### config.mk
export PLATFORM = sky130hd
export DESIGN_NAME = bsr_top
export DESIGN_NICKNAME = d
export VERILOG_FILES = /design/src/bsr_top.v /design/src/bsr_sync.v /design/src/bsr_tap.v
export VERILOG_INCLUDE_DIRS = /design/src /design/src/src
export SDC_FILE = /design/constraint.sdc
export NUM_CORES = 1
export LEC_CHECK = 0
export BUFFER_PORTS_ARGS = -buffer_cell sky130_fd_sc_hd__buf_2
export CORE_ASPECT_RATIO = 1.5
export CORE_MARGIN = 2
export CORE_UTILIZATION = 55
export CTS_BUF_LIST = sky130_fd_sc_hd__clkbuf_4 sky130_fd_sc_hd__clkbuf_8
export DETAILED_ROUTE_END_ITERATION = 10
export GPL_ROUTABILITY_DRIVEN = 1
export PLACE_DENSITY = 0.75
export SETUP_SLACK_MARGIN = 0.1
export SYNTH_ARGS = -nofsm -noshare
export SYNTH_HDL_FRONTEND = slang
export SYNTH_HIERARCHICAL = 1
export SYNTH_SLANG_ARGS = --single-unit
### constraint.sdc
create_clock -name clock -period 2.6 [get_ports clock]
set_clock_uncertainty 0.15 [all_clocks]
set_input_delay 0.13 -clock clock [delete_from_list [all_inputs] [get_ports clock]]
set_output_delay 0.13 -clock clock [all_outputs]
set_load 0.1 [all_outputs]
### src/bsr_defines.vh
/*
 * bsr_defines.vh: chain lengths, cell positions and instruction codes of the
 * boundary-scan data register.
 * assumes: included by bare name from the design files under src/.
 */
`ifndef BSR_DEFINES_VH
`define BSR_DEFINES_VH

// chain lengths
`define BSR_LEN_FULL        126
`define BSR_LEN_REDUCED     118

// fixed cells
`define BSR_CELL_RST_OE_FULL 0
`define BSR_CELL_RST_IN_FULL 1
`define BSR_CELL_RST_OE_RED  72
`define BSR_CELL_RST_IN_RED  73
`define BSR_CELL_CANRX_OE    2
`define BSR_CELL_CANRX_DAT   3
`define BSR_CELL_CANTX_OE    4
`define BSR_CELL_CANTX_DAT   5
`define BSR_CELL_XTAL        6
`define BSR_CELL_WPU         7

// port cell bases (output enable cell of pin 0, of pin 5 on port 4)
`define BSR_PORT0_BASE      8
`define BSR_PORT_STRIDE     16
`define BSR_PORT4_BASE      72
`define BSR_PORT4_FIRST_PIN 5
`define BSR_PORT5_FULL      78
`define BSR_PORT6_FULL      94
`define BSR_PORT7_FULL      110
`define BSR_PORT5_RED       74
`define BSR_PORT6_RED       86
`define BSR_PORT7_RED       102

// instruction register
`define BSR_IR_W            16
`define BSR_IR_EXTEST       16'h0000
`define BSR_IR_INSTR_A      16'h0002
`define BSR_IR_RESET        16'h0004
`define BSR_IR_CAPTURE      16'h0001

`endif

### src/bsr_top.v
/*
 * bsr_top: boundary-scan data register with its instruction decode, test
 * port sequencing and pin/core muxing.
 * assumes: tck, tms, tdi and every pin input are asynchronous to clock and
 * are synchronised here; core_* inputs come from logic on clock.
 */
`timescale 1ns/100ps
`default_nettype none
`include "bsr_defines.vh"

module bsr_top #(
    parameter FULL_PIN = 1
) (
    input  wire        clock,
    input  wire        rst,
    input  wire        tck,
    input  wire        tms,
    input  wire        tdi,
    output reg         tdo,
    output reg         tdo_oe,
    input  wire        core_rst_drive_en,
    input  wire        core_canrx_oe,
    input  wire        core_canrx_out,
    input  wire        core_cantx_oe,
    input  wire        core_cantx_out,
    input  wire        core_weak_pullup_en,
    input  wire [63:0] core_port_oe,
    input  wire [63:0] core_port_out,
    input  wire        pin_rst_in,
    input  wire        pin_canrx_in,
    input  wire        pin_cantx_in,
    input  wire        crystal_input_pin,
    input  wire [63:0] port_pin_in,
    output reg         pin_rst_oe,
    output reg         pin_canrx_oe,
    output reg         pin_canrx_out,
    output reg         pin_cantx_oe,
    output reg         pin_cantx_out,
    output reg         weak_pullup_en,
    output reg  [63:0] port_pin_oe,
    output reg  [63:0] port_pin_out,
    output reg         core_rst_in,
    output reg         core_canrx_in,
    output reg         core_cantx_in,
    output reg         core_xtal_in,
    output reg  [63:0] core_port_in
);

    localparam LEN      = FULL_PIN ? `BSR_LEN_FULL : `BSR_LEN_REDUCED;
    localparam RST_OE_C = FULL_PIN ? `BSR_CELL_RST_OE_FULL : `BSR_CELL_RST_OE_RED;
    localparam RST_IN_C = FULL_PIN ? `BSR_CELL_RST_IN_FULL : `BSR_CELL_RST_IN_RED;

    localparam [15:0] S_TLR  = 16'h0001;
    localparam [15:0] S_CDR  = 16'h0008;
    localparam [15:0] S_SHDR = 16'h0010;
    localparam [15:0] S_UDR  = 16'h0100;
    localparam [15:0] S_CIR  = 16'h0400;
    localparam [15:0] S_SHIR = 16'h0800;
    localparam [15:0] S_UIR  = 16'h8000;

    // output enable cell of a port pin, -1 when the pin has no cell
    function integer oe_cell;
        input integer i;
        input integer full;
        integer p;
        integer n;
        begin
            p = i / 8;
            n = i % 8;
            oe_cell = -1;
            if (p < 4) begin
                oe_cell = `BSR_PORT0_BASE + `BSR_PORT_STRIDE * p + 2 * n;
            end else if (p == 4) begin
                if (full != 0 && n >= `BSR_PORT4_FIRST_PIN)
                    oe_cell = `BSR_PORT4_BASE + 2 * (n - `BSR_PORT4_FIRST_PIN);
            end else if (p == 5) begin
                if (full != 0)
                    oe_cell = `BSR_PORT5_FULL + 2 * n;
                else if (n < 4)
                    oe_cell = `BSR_PORT5_RED + 2 * n;
                else if (n == 5)
                    oe_cell = `BSR_PORT5_RED + 8;
                else if (n == 7)
                    oe_cell = `BSR_PORT5_RED + 10;
            end else if (p == 6) begin
                oe_cell = (full != 0) ? `BSR_PORT6_FULL + 2 * n : `BSR_PORT6_RED + 2 * n;
            end else begin
                oe_cell = (full != 0) ? `BSR_PORT7_FULL + 2 * n : `BSR_PORT7_RED + 2 * n;
            end
        end
    endfunction

    // synchronised pins
    wire [70:0] sync_q;
    wire        tck_s    = sync_q[0];
    wire        tms_s    = sync_q[1];
    wire        tdi_s    = sync_q[2];
    wire        rst_s    = sync_q[3];
    wire        canrx_s  = sync_q[4];
    wire        cantx_s  = sync_q[5];
    wire        xtal_s   = sync_q[6];
    wire [63:0] port_s   = sync_q[70:7];

    bsr_sync #(
        .W (71)
    ) u_sync (
        .clock    (clock),
        .rst      (rst),
        .async_in ({port_pin_in, crystal_input_pin, pin_cantx_in, pin_canrx_in, pin_rst_in, tdi, tms, tck}),
        .sync_out (sync_q)
    );

    // test clock edges
    reg  tck_d;
    wire tck_rise = tck_s & ~tck_d;
    wire tck_fall = ~tck_s & tck_d;

    always @(posedge clock) begin
        if (rst)
            tck_d <= 1'b0;
        else
            tck_d <= tck_s;
    end

    wire [15:0] state;

    bsr_tap u_tap (
        .clock    (clock),
        .rst      (rst),
        .tck_rise (tck_rise),
        .tms      (tms_s),
        .state    (state)
    );

    // instruction register
    reg  [`BSR_IR_W-1:0] ir_sr;
    reg  [`BSR_IR_W-1:0] ir;
    wire extest   = (ir == `BSR_IR_EXTEST);
    wire instr_a  = (ir == `BSR_IR_INSTR_A);
    wire selected = extest | instr_a;

    always @(posedge clock) begin
        if (rst) begin
            ir_sr <= `BSR_IR_RESET;
            ir    <= `BSR_IR_RESET;
        end else if (tck_rise) begin
            case (state)
                S_TLR:   ir <= `BSR_IR_RESET;
                S_CIR:   ir_sr <= `BSR_IR_CAPTURE;
                S_SHIR:  ir_sr <= {tdi_s, ir_sr[`BSR_IR_W-1:1]};
                S_UIR:   ir <= ir_sr;
                default: ir <= ir;
            endcase
        end
    end

    // capture vector
    wire [LEN-1:0]  cap;
    reg  [LEN-1:0]  sr;
    reg  [LEN-1:0]  upd;
    wire [63:0]     ext_oe;
    wire [63:0]     ext_out;
    wire [63:0]     has_pin;

    assign cap[RST_OE_C]            = core_rst_drive_en;
    assign cap[RST_IN_C]            = rst_s;
    assign cap[`BSR_CELL_CANRX_OE]  = core_canrx_oe;
    assign cap[`BSR_CELL_CANRX_DAT] = canrx_s;
    assign cap[`BSR_CELL_CANTX_OE]  = core_cantx_oe;
    assign cap[`BSR_CELL_CANTX_DAT] = cantx_s;
    assign cap[`BSR_CELL_XTAL]      = xtal_s;
    assign cap[`BSR_CELL_WPU]       = core_weak_pullup_en;

    generate
        if (FULL_PIN == 0) begin : g_unused
            assign cap[1:0] = 2'h0;
        end
    endgenerate

    genvar gi;
    generate
        for (gi = 0; gi < 64; gi = gi + 1) begin : g_pin
            localparam integer OE_C = oe_cell(gi, FULL_PIN);
            localparam CONN = (OE_C >= 0) && (FULL_PIN != 0 || gi < 48);
            if (OE_C >= 0) begin : g_cell
                assign cap[OE_C]     = core_port_oe[gi];
                assign cap[OE_C + 1] = CONN ? port_s[gi] : core_port_out[gi];
                assign ext_oe[gi]    = upd[OE_C];
                assign ext_out[gi]   = upd[OE_C + 1];
            end else begin : g_none
                assign ext_oe[gi]    = 1'b0;
                assign ext_out[gi]   = 1'b0;
            end
            assign has_pin[gi] = CONN ? 1'b1 : 1'b0;
        end
    endgenerate

    // shift and update stages
    always @(posedge clock) begin
        if (rst) begin
            sr  <= {LEN{1'b0}};
            upd <= {LEN{1'b0}};
        end else if (tck_rise && selected) begin
            case (state)
                S_CDR:   sr <= cap;
                S_SHDR:  sr <= {tdi_s, sr[LEN-1:1]};
                S_UDR:   upd <= sr;
                default: sr <= sr;
            endcase
        end
    end

    // test data output, changes on falling test clock
    always @(posedge clock) begin
        if (rst) begin
            tdo    <= 1'b0;
            tdo_oe <= 1'b0;
        end else if (tck_fall) begin
            tdo_oe <= (state == S_SHDR) || (state == S_SHIR);
            if (state == S_SHIR)
                tdo <= ir_sr[0];
            else if (state == S_SHDR && selected)
                tdo <= sr[0];
            else
                tdo <= 1'b0;
        end
    end

    // pin and core muxing
    always @(posedge clock) begin
        if (rst) begin
            pin_rst_oe     <= 1'b0;
            pin_canrx_oe   <= 1'b0;
            pin_canrx_out  <= 1'b0;
            pin_cantx_oe   <= 1'b0;
            pin_cantx_out  <= 1'b0;
            weak_pullup_en <= 1'b0;
            port_pin_oe    <= 64'h0;
            port_pin_out   <= 64'h0;
            core_rst_in    <= 1'b1;
            core_canrx_in  <= 1'b1;
            core_cantx_in  <= 1'b1;
            core_xtal_in   <= 1'b0;
            core_port_in   <= 64'h0;
        end else if (extest) begin
            pin_rst_oe     <= upd[RST_OE_C];
            pin_canrx_oe   <= upd[`BSR_CELL_CANRX_OE];
            pin_canrx_out  <= upd[`BSR_CELL_CANRX_DAT];
            pin_cantx_oe   <= upd[`BSR_CELL_CANTX_OE];
            pin_cantx_out  <= upd[`BSR_CELL_CANTX_DAT];
            weak_pullup_en <= upd[`BSR_CELL_WPU];
            port_pin_oe    <= (ext_oe & has_pin) | (core_port_oe & ~has_pin);
            port_pin_out   <= (ext_out & has_pin) | (core_port_out & ~has_pin);
            core_rst_in    <= 1'b1;
            core_canrx_in  <= 1'b1;
            core_cantx_in  <= 1'b1;
            core_xtal_in   <= 1'b1;
            core_port_in   <= {64{1'b1}};
        end else begin
            pin_rst_oe     <= core_rst_drive_en;
            pin_canrx_oe   <= core_canrx_oe;
            pin_canrx_out  <= core_canrx_out;
            pin_cantx_oe   <= core_cantx_oe;
            pin_cantx_out  <= core_cantx_out;
            weak_pullup_en <= core_weak_pullup_en;
            port_pin_oe    <= core_port_oe;
            port_pin_out   <= core_port_out;
            core_rst_in    <= rst_s;
            core_canrx_in  <= canrx_s;
            core_cantx_in  <= cantx_s;
            core_xtal_in   <= xtal_s;
            core_port_in   <= port_s;
        end
    end

endmodule

`default_nettype wire

### src/bsr_sync.v
/*
 * bsr_sync: two-flop synchroniser for a group of asynchronous levels.
 * assumes: inputs are quasi-static levels or a slow test clock.
 */
`timescale 1ns/100ps
`default_nettype none

module bsr_sync #(
    parameter W = 1
) (
    input  wire         clock,
    input  wire         rst,
    input  wire [W-1:0] async_in,
    output reg  [W-1:0] sync_out
);

    reg [W-1:0] meta;

    always @(posedge clock) begin
        if (rst) begin
            meta     <= {W{1'b0}};
            sync_out <= {W{1'b0}};
        end else begin
            meta     <= async_in;
            sync_out <= meta;
        end
    end

endmodule

`default_nettype wire

### src/bsr_tap.v
/*
 * bsr_tap: test-port state controller, one step per test clock rising edge.
 * assumes: tck_rise is a one-cycle enable, tms already synchronised.
 */
`timescale 1ns/100ps
`default_nettype none

module bsr_tap (
    input  wire        clock,
    input  wire        rst,
    input  wire        tck_rise,
    input  wire        tms,
    output reg  [15:0] state
);

    localparam [15:0] S_TLR  = 16'h0001;
    localparam [15:0] S_RTI  = 16'h0002;
    localparam [15:0] S_SDR  = 16'h0004;
    localparam [15:0] S_CDR  = 16'h0008;
    localparam [15:0] S_SHDR = 16'h0010;
    localparam [15:0] S_E1DR = 16'h0020;
    localparam [15:0] S_PDR  = 16'h0040;
    localparam [15:0] S_E2DR = 16'h0080;
    localparam [15:0] S_UDR  = 16'h0100;
    localparam [15:0] S_SIR  = 16'h0200;
    localparam [15:0] S_CIR  = 16'h0400;
    localparam [15:0] S_SHIR = 16'h0800;
    localparam [15:0] S_E1IR = 16'h1000;
    localparam [15:0] S_PIR  = 16'h2000;
    localparam [15:0] S_E2IR = 16'h4000;
    localparam [15:0] S_UIR  = 16'h8000;

    reg [15:0] next_state;

    always @* begin
        case (state)
            S_TLR:   next_state = tms ? S_TLR  : S_RTI;
            S_RTI:   next_state = tms ? S_SDR  : S_RTI;
            S_SDR:   next_state = tms ? S_SIR  : S_CDR;
            S_CDR:   next_state = tms ? S_E1DR : S_SHDR;
            S_SHDR:  next_state = tms ? S_E1DR : S_SHDR;
            S_E1DR:  next_state = tms ? S_UDR  : S_PDR;
            S_PDR:   next_state = tms ? S_E2DR : S_PDR;
            S_E2DR:  next_state = tms ? S_UDR  : S_SHDR;
            S_UDR:   next_state = tms ? S_SDR  : S_RTI;
            S_SIR:   next_state = tms ? S_TLR  : S_CIR;
            S_CIR:   next_state = tms ? S_E1IR : S_SHIR;
            S_SHIR:  next_state = tms ? S_E1IR : S_SHIR;
            S_E1IR:  next_state = tms ? S_UIR  : S_PIR;
            S_PIR:   next_state = tms ? S_E2IR : S_PIR;
            S_E2IR:  next_state = tms ? S_UIR  : S_SHIR;
            S_UIR:   next_state = tms ? S_SDR  : S_RTI;
            default: next_state = S_TLR;
        endcase
    end

    always @(posedge clock) begin
        if (rst) begin
            state <= S_TLR;
        end else if (tck_rise) begin
            state <= next_state;
        end
    end

endmodule

`default_nettype wire

==> Word level (Yosys, flattened, before mapping) <==
Index checks and enable logic that the tools add are counted.
{ "word_totals": {"inputBits": 207, "elab_cells": 90, "reg_bits": 647, "output_inout_bits": 204} }
{ "classes": {"n_eq_ne": 17, "n_mux": 28, "n_bitwise": 7, "n_reduce_logical": 15} }
{ "op_table": {"columns": ["op", "n"], "rows": [
  ["one-hot mux 126 bit (2 select lines)", 1],
  ["two-way mux 64 bit", 3],
  ["one-hot mux 16 bit (12 select lines)", 1],
  ["bitwise OR 64 x 37 -> 64 bit", 2],
  ["one-hot mux 16 bit (2 select lines)", 2],
  ["equality test 16 x 2 -> 1 bit, second input constant", 2],
  ["two-way mux 16 bit", 2],
  ["two-way mux 9 bit", 2],
  ["equality test 16 x 1 -> 1 bit, second input constant", 1],
  ["equality test 16 x 10 -> 1 bit, second input constant", 1],
  ["equality test 16 x 11 -> 1 bit, second input constant", 1],
  ["equality test 16 x 12 -> 1 bit, second input constant", 1],
  ["equality test 16 x 13 -> 1 bit, second input constant", 1],
  ["equality test 16 x 14 -> 1 bit, second input constant", 1],
  ["equality test 16 x 15 -> 1 bit, second input constant", 1],
  ["equality test 16 bit, second input constant", 1],
  ["equality test 16 x 3 -> 1 bit, second input constant", 1],
  ["equality test 16 x 4 -> 1 bit, second input constant", 1],
  ["equality test 16 x 5 -> 1 bit, second input constant", 1],
  ["equality test 16 x 6 -> 1 bit, second input constant", 1],
  ["equality test 16 x 7 -> 1 bit, second input constant", 1],
  ["equality test 16 x 8 -> 1 bit, second input constant", 1],
  ["equality test 16 x 9 -> 1 bit, second input constant", 1],
  ["zero test 16 bit", 1],
  ["other kinds (18)", 36]
]} }

==> Longest topological paths before layout <==
Gate-level depths: netlist of run 1.
{ "depth": {"depth_word": 5, "mapped_depth": 9, "depth_no_buf": 6} }

==> Modules after synthesis <==
The synthesis of run 1 kept the hierarchy.
{ "modules_own_cells": {"columns": ["mod", "cells_per_inst", "area_per_inst_um2", "seq_area_each_um2", "instances"], "rows": [
  ["bsr_top", 2137, 20732.4, 9749.4, 1],
  ["bsr_sync", 299, 3826.2, 2842.7, 1],
  ["bsr_tap", 140, 1087.3, 320.3, 1]
]} }

==> Worst setup path after synthesis of run 1 <==
OpenSTA, ideal clock, no wires.
{ "synth_timing": {"path_type": "reg-to-reg", "startpoint": "reg u_tap.state[4]", "endpoint": "reg sr[100]", "path_buffers": 4, "arrival_ns": 1.933, "path_stages_with_launch": 9, "period_less_slack_ns": 2.169, "setup_ns": 0.086, "required_time_ns": 2.364, "setup_slack_ns": 0.431, "path_cell_list": "dfxtp_1 -> clkbuf_1 -> nor4b_1 -> nand4_1 -> buf_2 -> buf_2 -> buf_2 -> mux2i_1 -> a211oi_1"} }
{ "synth_via": {"elab_chain_len": 3, "word_cells_on_any_way": 5, "classes_between": "eq/ne (2); mux (1); reduce/logical (2)"} }
{ "synth_lines": {"columns": ["item", "line_no", "text"], "rows": [
  ["from (decl)", "bsr_tap.v:13", "output reg [15:0] state"],
  ["from (signal assigned)", "bsr_tap.v:61", "state <= next_state;"],
  ["equality test 16 x 5 -> 1 bit / equality test 16 x 4 -> 1 bit (equally long branches)", "bsr_top.v:204", "case (state)"],
  ["nonzero test 2 bit (no line)", null, null],
  ["AND reduction 2 bit (no line)", null, null],
  ["to (signal assigned)", "bsr_top.v:205", "S_CDR: sr <= cap;"],
  ["to (signal assigned)", "bsr_top.v:206", "S_SHDR: sr <= {tdi_s, sr[LEN-1:1]};"],
  ["to (signal assigned)", "bsr_top.v:208", "default: sr <= sr;"],
  ["to (decl)", "bsr_top.v:159", "reg [LEN-1:0] sr;"]
]} }
Several ways; a longest one is shown, not always the timed one.
A chain may end at the register's enable or synchronous reset.

==> Worst setup path in the final report of run 1 <==
{ "layout_timing": {"startpoint": "reg ir[8]", "endpoint": "reg port_pin_out[0]"} }
{ "layout_via": {"elab_chain_len": 2} }
{ "layout_lines": {"columns": ["item", "line_no", "text"], "rows": [
  ["from (decl)", "bsr_top.v:137", "reg [`BSR_IR_W-1:0] ir;"],
  ["from (signal assigned)", "bsr_top.v:145", "ir <= `BSR_IR_RESET;"],
  ["from (signal assigned)", "bsr_top.v:148", "S_TLR: ir <= `BSR_IR_RESET;"],
  ["from (signal assigned)", "bsr_top.v:151", "S_UIR: ir <= ir_sr;"],
  ["zero test 16 bit (no line)", null, null],
  ["two-way mux 64 bit", "bsr_top.v:245", "end else if (extest) begin"],
  ["to (signal assigned)", "bsr_top.v:253", "port_pin_out <= (ext_out & has_pin) | (core_port_out & ~has_pin);"],
  ["to (signal assigned)", "bsr_top.v:267", "port_pin_out <= core_port_out;"],
  ["to (decl)", "bsr_top.v:41", "output reg [63:0] port_pin_out,"]
]} }
Every way passes these cells.

==> flow_summary.toml, run 1 <==
[routing]
routed_via_density = 5.96
drt-initial-drc-count = 1875
ant_nets = 0
avgRoutedWirePerCell_microns = 20.5
drc = 0
vias = 22300
wl_microns = 76900
drt_pass1_iterations = 7

[die]
rows = 96
dieWidth_microns = 180
dieArea_sq_um = 48400
initial_core_util_pct = 55.9
fp.coreArea_sq_um = 45900
dieHeight_microns = 268
io_pins = 411

[cells_and_area]
stdcell_area_sq_um = 32400
fin_nets = 3293
syn2layout_area_growth_pct = 26.3
drive_above_1_share_pct = 21.6
fill_cells = 3295
fin_cells = 3748

[synth]
synth.area.top_cells = "dfxtp_1 50%, mux2i_1 9.8%, nand2b_1 6.5%"
yosys.cell_types.count = 52
ys_seq_elements = 645
synth_async_sr_flop_share_pct = 0
yosysMostFrequentCell = "dfxtp_1"
ys_warn_count = 6
syn_inst = 2576
synth_common_cells = "645 x dfxtp_1, 265 x nand2b_1, 250 x mux2i_1"
syn_area_sq_um = 25600
synth_top_area_share_pct = 50.3
seq_area_frac_synth_pct = 50.3
ys.flop_type = "dfxtp_1"
synth.avg_cell_area_sq_um = 9.96
yosysTopAreaCell = "dfxtp_1"
synth_edf_count = 0
synth_nets = 2783

[power_and_ir_drop]
power_leakage_nw = 13.6
peakVddDrop_uv = 488
power_mw = 21.0
p_per_area_nw_per_um2 = 649

[timing]
worst_pin_slew_ps = 760
fmax_mhz = 417
period_share_pct = 92.1
timing.final.ws_setup_ps = 204
drv_slew = 0
rsz0062_at_grt = "true"
hold_violations = 0
max_slew_margin_pct = 49.3
setup_tns_ps = 0
setup_viol = 0
layout_min_cycle_time_ps = 2400

[worst_setup_path]
r2r_slack_ps = 200
worstReg2RegEnd = "port_pin_out[0]"
timing.rr.start = "ir[8]"
path_class = "register to register"
worstPathMaxFanout = 54
critical_path_required_ps = 3050
crit_path_start_kind = "register"
arrival_ps = 2850
r2r_cells = 7
end_kind = "register"

[clock_tree]
cts_tree = "yes"
root_buffer = "clkbuf_8"
htreeDepth = 3
cts_setup_buffers = 0
clock_latency_ps = 670
clock-sinks = 645
clkTransAtPathRegs_ps = 70
cts_buffers = 94
clockBufferDepth = 3

[place]
dpl_worst_slack_ps = 115
place.gp.congestion = 0.899
dp_cells = 3363
place_area_sq_um = 28200
place_hpwl_microns = 45200
port_buffers = 410

[grt]
grt_max_degree = 114
antenna_found_initial = 4
first_global_vias = 22300
grtUsageTotal_pct = 30.4
grt_pass1_wl_microns = 120000
grt-ovfl-total = 0

[min_path]
hold_depth = 3
holdPathEnd = "u_sync/meta[62]"
hold_start = "port_pin_in[55]"
min-delay-path-class = "input port to register"

[run]
maxCapViolCount = 0

[outcome]
status = "completed"
==> critical path: stages (launching register included) <==
cell and delay [ps]:
dfxtp_1 310, nor4_1 290, buf_4 180, and3_4 290, buf_12 270, nand4_1 140, a21oi_1 140, dlygate4sd3_1 550
==> state kept, by name, summed over array words and instances (netlist names) <==
register / cells
u_sync/sync_out: 71
tdo: 1
pin_canrx_oe: 1
tck_d: 1
pin_canrx_out: 1
u_sync/meta: 71
tdo_oe: 1
ir: 16
sr: 126
ir_sr: 16
core_xtal_in: 1
core_port_in: 64
u_tap/state: 16
weak_pullup_en: 1
pin_cantx_out: 1
core_canrx_in: 1
port_pin_out: 64
pin_cantx_oe: 1
port_pin_oe: 64
core_cantx_in: 1
upd: 124
pin_rst_oe: 1
core_rst_in: 1
==> layer usage <==
metal / track usage [%] / share of wire, %
met1: 37.1 / 39
met4: 14.9 / 4.3
met3: 4.88 / 6.4
met2: 52.5 / 50
met5: 0 / 0.014
==> stage by stage <==
stage / utilization [%] / hold WS [ps]
detailed placement: 61.4 / 192
floorplan: - / 108
CTS: 70.5 / 8.47
finish: 70.6 / 59.2
global placement: 61.4 / 187
global route: 70.6 / 53.0
==> what timing repair did <==
action | in CTS | in global routing
endpoints found under the hold margin | 317 | 0
hold buffers | 215 | 0
setup endpoints to repair | 1 | 5
cloned | 0 | 0
gates resized for setup | 1 | 3
==> where the power goes <==
group / switching (mW) / leakage [nW] / internal, mW / total, mW
clock: 3.84 / 1.07 / 4.65 / 8.49
combinational: 1.62 / 7.30 / 0.688 / 2.30
sequential: 0.103 / 5.27 / 10.1 / 10.2
==> logic make-up after synthesis <==
family | synth area share, %
xor+xnor | 0.376
compound gates | 17.1
buf+inv | 6.09
mux | 9.76
flops | 50.3
simple gates | 16.3
==> final cells by class <==
class | instances | area, sq um | area share (%)
Inverter | 87 | 329 | 1.02
Sequential cell | 645 | 12900 | 39.9
Multi-Input combinational cell | 1553 | 11300 | 34.7
Clock inverter | 15 | 92.6 | 0.286
Clock buffer | 151 | 1910 | 5.90
Timing Repair Buffer | 705 | 5140 | 15.9
Tap cell | 588 | 736 | 2.27
Antenna cell | 4 | 10.0 | 0.0309
==> how the worst max path moves through the flow <==
stage	start	endpoint	slack, ps
6_report	ir[8]	port_pin_out[0]	200
5_1_grt	u_tap/state[4]	sr[61]	100
4_1_cts	u_tap/state[0]	sr[61]	130
3_5_place_dp	u_tap/state[1]	sr[1]	120
3_3_place_gp	u_tap/state[1]	sr[1]	210
2_1_floorplan	u_tap/state[4]	sr[100]	430
==> placed cells by master (no fill, tap or decap), types with 5 or more instances in the layout <==
cell type,synthesis,final
dfxtp_1,645,644
buf_2,67,409
nand2b_1,265,265
mux2i_1,250,250
dlygate4sd3_1,0,215
a21oi_1,200,200
nor2b_1,156,156
nand4_1,132,132
a41oi_1,129,129
a211oi_1,126,126
o31ai_1,124,124
clkbuf_8,0,124
inv_1,85,85
buf_4,14,54
clkbuf_4,0,27
buf_12,0,26
o32ai_1,17,17
nor3_1,16,15
nand2_1,15,15
nor2_1,14,14
o22ai_1,12,12
clkinv_2,0,10
nor4_1,10,8
o21ai_0,8,8
xnor2_1,6,6
or3_1,7,6
nor4_4,3,5
xor2_1,5,5
nand3_1,7,5
a22oi_1,5,5
Power figures use the tool's default switching activity.
==> run 2, diff against run 1 <==
--- a/config.mk
+++ b/config.mk
@@ -6,6 +6,7 @@
 export SDC_FILE = /design/constraint.sdc
 export NUM_CORES = 1
 export LEC_CHECK = 0
+export ABC_AREA = 1
 export BUFFER_PORTS_ARGS = -buffer_cell sky130_fd_sc_hd__buf_2
 export CORE_ASPECT_RATIO = 1.5
 export CORE_MARGIN = 2
==> flow_summary.toml, run 2 <==
[worst_setup_path]
path_common_cell = "nor2_1"
crit_path_start_kind = "register"
arrival_ps = 2820
worstPathMaxFanout = 51
end_kind = "register"
r2r_slack_ps = 170
path_cells = "nor2_1 > nand3_1 > nor3_1 > buf_4 > nand2_8 > buf_12 > o21ai_0 > nor2_1 > dlygate4sd3_1"
critical_path_required_ps = 2990
worst_path_max_delay_cell = "dlygate4sd3_1"
path_class = "register to register"
critPathMaxStageDelay_ps = 560

[place]
place_hpwl_microns = 41500
place_area_sq_um = 27600
place.gp.congestion = 0.914
port_buffers = 410

[power_and_ir_drop]
seq_power_share_pct = 46.1
internal-power_mw = 16.0
p_comb_share_pct = 13.9
power_leakage_nw = 15.8
switching_share_pct = 28.6
peakVddDrop_uv = 516
p_per_area_nw_per_um2 = 699
pwr-share-clk_pct = 40.0
net-switching-power_mw = 6.41

[synth]
yosysMostFrequentCell = "nor2_1"
synth_nets = 3748
synth_compound_area_share_pct = 7.28
synthAdderAreaFrac_pct = 0
synth_common_cells = "966 x nor2_1, 735 x nand2_1, 645 x dfxtp_1"
syn_inst = 3541
synth_async_sr_flop_share_pct = 0
ys_seq_elements = 645
syn_area_sq_um = 25300
synth_top_family_by_area = "simple AND/OR/NAND/NOR gates"
synth_xor_area_share_pct = 0
yosys.area_share.simple_pct = 32.5
yosys.cell_types.count = 29
synth_top_area_share_pct = 51.1
synth_edf_count = 0
ys.flop_type = "dfxtp_1"
yosysTopAreaCell = "dfxtp_1"
ys_warn_count = 6
synth.area.top_cells = "dfxtp_1 51%, nor2_1 14%, nand2_1 11%"
synth.avg_cell_area_sq_um = 7.13
seq_area_frac_synth_pct = 51.1
synth.mux.area_fraction_pct = 0

[grt]
antenna_found_initial = 2
globalRoute.busiestLayer = "met2"
grtUsageTotal_pct = 29.8
first_global_vias = 23100
met2_usage_pct = 53.0
use_met1_pct = 33.7
grt_pass1_wl_microns = 115000
grt-ovfl-total = 0
use_met3_pct = 5.54
grt_max_degree = 144

[timing]
hold_violations = 0
layout_min_cycle_time_ps = 2430
rsz0062_at_grt = "true"
drv_slew = 0
worst_pin_slew_ps = 1010
fmax_mhz = 411
max_slew_margin_pct = 32.8
setup_tns_ps = 0
period_share_pct = 93.6
setup_viol = 0

[routing]
ant_nets = 0
avgRoutedWirePerCell_microns = 15.4
vias = 24000
drt-initial-drc-count = 1704
wl_microns = 73200
routed_via_density = 5.05
drc = 0
drt_pass1_iterations = 6

[cells_and_area]
stdcell_area_sq_um = 32000
largest_reg_flops = 126
final_cell_mix = "965 x nor2_1, 732 x nand2_1, 645 x dfxtp_1, 409 x buf_2, 312 x inv_1"
syn2layout_area_growth_pct = 26.8
layout_commonest_cell = "nor2_1"
largest-register = "sr"
drive_above_1_share_pct = 15.9
top_regs = "sr (126), upd (124)"
fin_nets = 4302

[clock_tree]
clock-sinks = 645
clkTransAtPathRegs_ps = 70
root_buffer = "clkbuf_8"
clock_latency_ps = 660
clockBufferDepth = 3
htreeDepth = 3
cts_buffers = 94
cts_tree = "yes"
cts_setup_buffers = 0

[die]
rows = 96
dieHeight_microns = 266
initial_core_util_pct = 55.5
io_pins = 411
fp.coreArea_sq_um = 45500
dieWidth_microns = 179
dieArea_sq_um = 47700

[run]
maxCapViolCount = 0

[outcome]
status = "completed"

[min_path]
min-delay-path-class = "input port to register"
## run 2: cell count changes in the layout (fill, tap and decap cells not counted), moves of 124 or more
cell	before	now
o31ai_1	124	0
mux2i_1	250	0
nand4_1	132	7
o21bai_1	0	124
nand2_1	15	732
nor2b_1	156	0
nand3_1	5	176
inv_1	85	312
a211oi_1	126	0
nor2_1	14	965
a21oi_1	200	44
a41oi_1	129	0
nand2b_1	265	0
## run 2: worst max-delay path: cells and delay by family (launching register included)
kind | cells | cell delay [ps]
buffers and inverters | 3 | 960
and+or+nand+nor | 5 | 570
AOI/OAI and AO/OA | 1 | 320
DFF | 1 | 310
## run 2: logic make-up after synthesis
family | count (synthesis)
compound gates | 303
buf+inv | 551
flops | 645
simple gates | 2042
## run 2: final cells by class
type                       count  area (sq um)
fill                        3538         13500
sequential                   645         12900
multi-input combinational   2345         10100
timing repair buffer         690          4960
clock buffer                 144          1810
inverter                     318          1210
tap                          588           736
clock inverter                23           289
timing repair inverter         1          8.76
antenna                        2          5.00
## run 2: power groups by stage
stage          Combinational, mW  Sequential, mW  Clock, mW
6_report                    3.11            10.3       8.96
5_1_grt                     3.27            10.3       9.53
2_1_floorplan              0.610            12.0          0
3_5_place_dp                2.76            10.5          0
3_3_place_gp                2.74            10.5          0
4_1_cts                     3.05            10.3       9.06
## run 2: worst paths after layout
kind,from,endpoint,cells past startpoint
min,port_pin_in[13],u_sync/meta[20],4
max,ir[13],port_pin_out[27],9
max reg2reg,ir[13],port_pin_out[27],9
min reg2reg,u_sync/meta[61],u_sync/sync_out[61],2
## run 2: metrics by stage
| stage | setup slack (ps) | power (mW) | instances | hold slack (ps) | utilization, % |
|---|---|---|---|---|---|
| after floorplan | 697 | 12.6 | 3541 | 87.0 | - |
| after global placement | 278 | 13.3 | 4356 | 178 | 60.6 |
| after detailed placement | 230 | 13.3 | 4356 | 185 | 60.6 |
| after CTS | 114 | 22.4 | 4753 | 17.1 | 70.3 |
| after global routing | 31.5 | 23.1 | 4756 | 42.2 | 70.4 |
| final | 166 | 22.4 | 4756 | 46.7 | 70.4 |
## run 2: repair_timing
action	in CTS	in global routing
hold buffers	230	0
gates resized for setup	0	8
setup endpoints to repair	0	56
hold endpoints to repair	370	0
## run 2: layer usage
metal  routed length (microns)  vias to the layer above  part of all wire, %
met5                         0                        -                    0
met4                      3270                        0                  4.5
met3                      4600                      220                  6.3
met2                     37300                      891                   51
met1                     28000                    11000                   38
li1                          -                    11900                    -
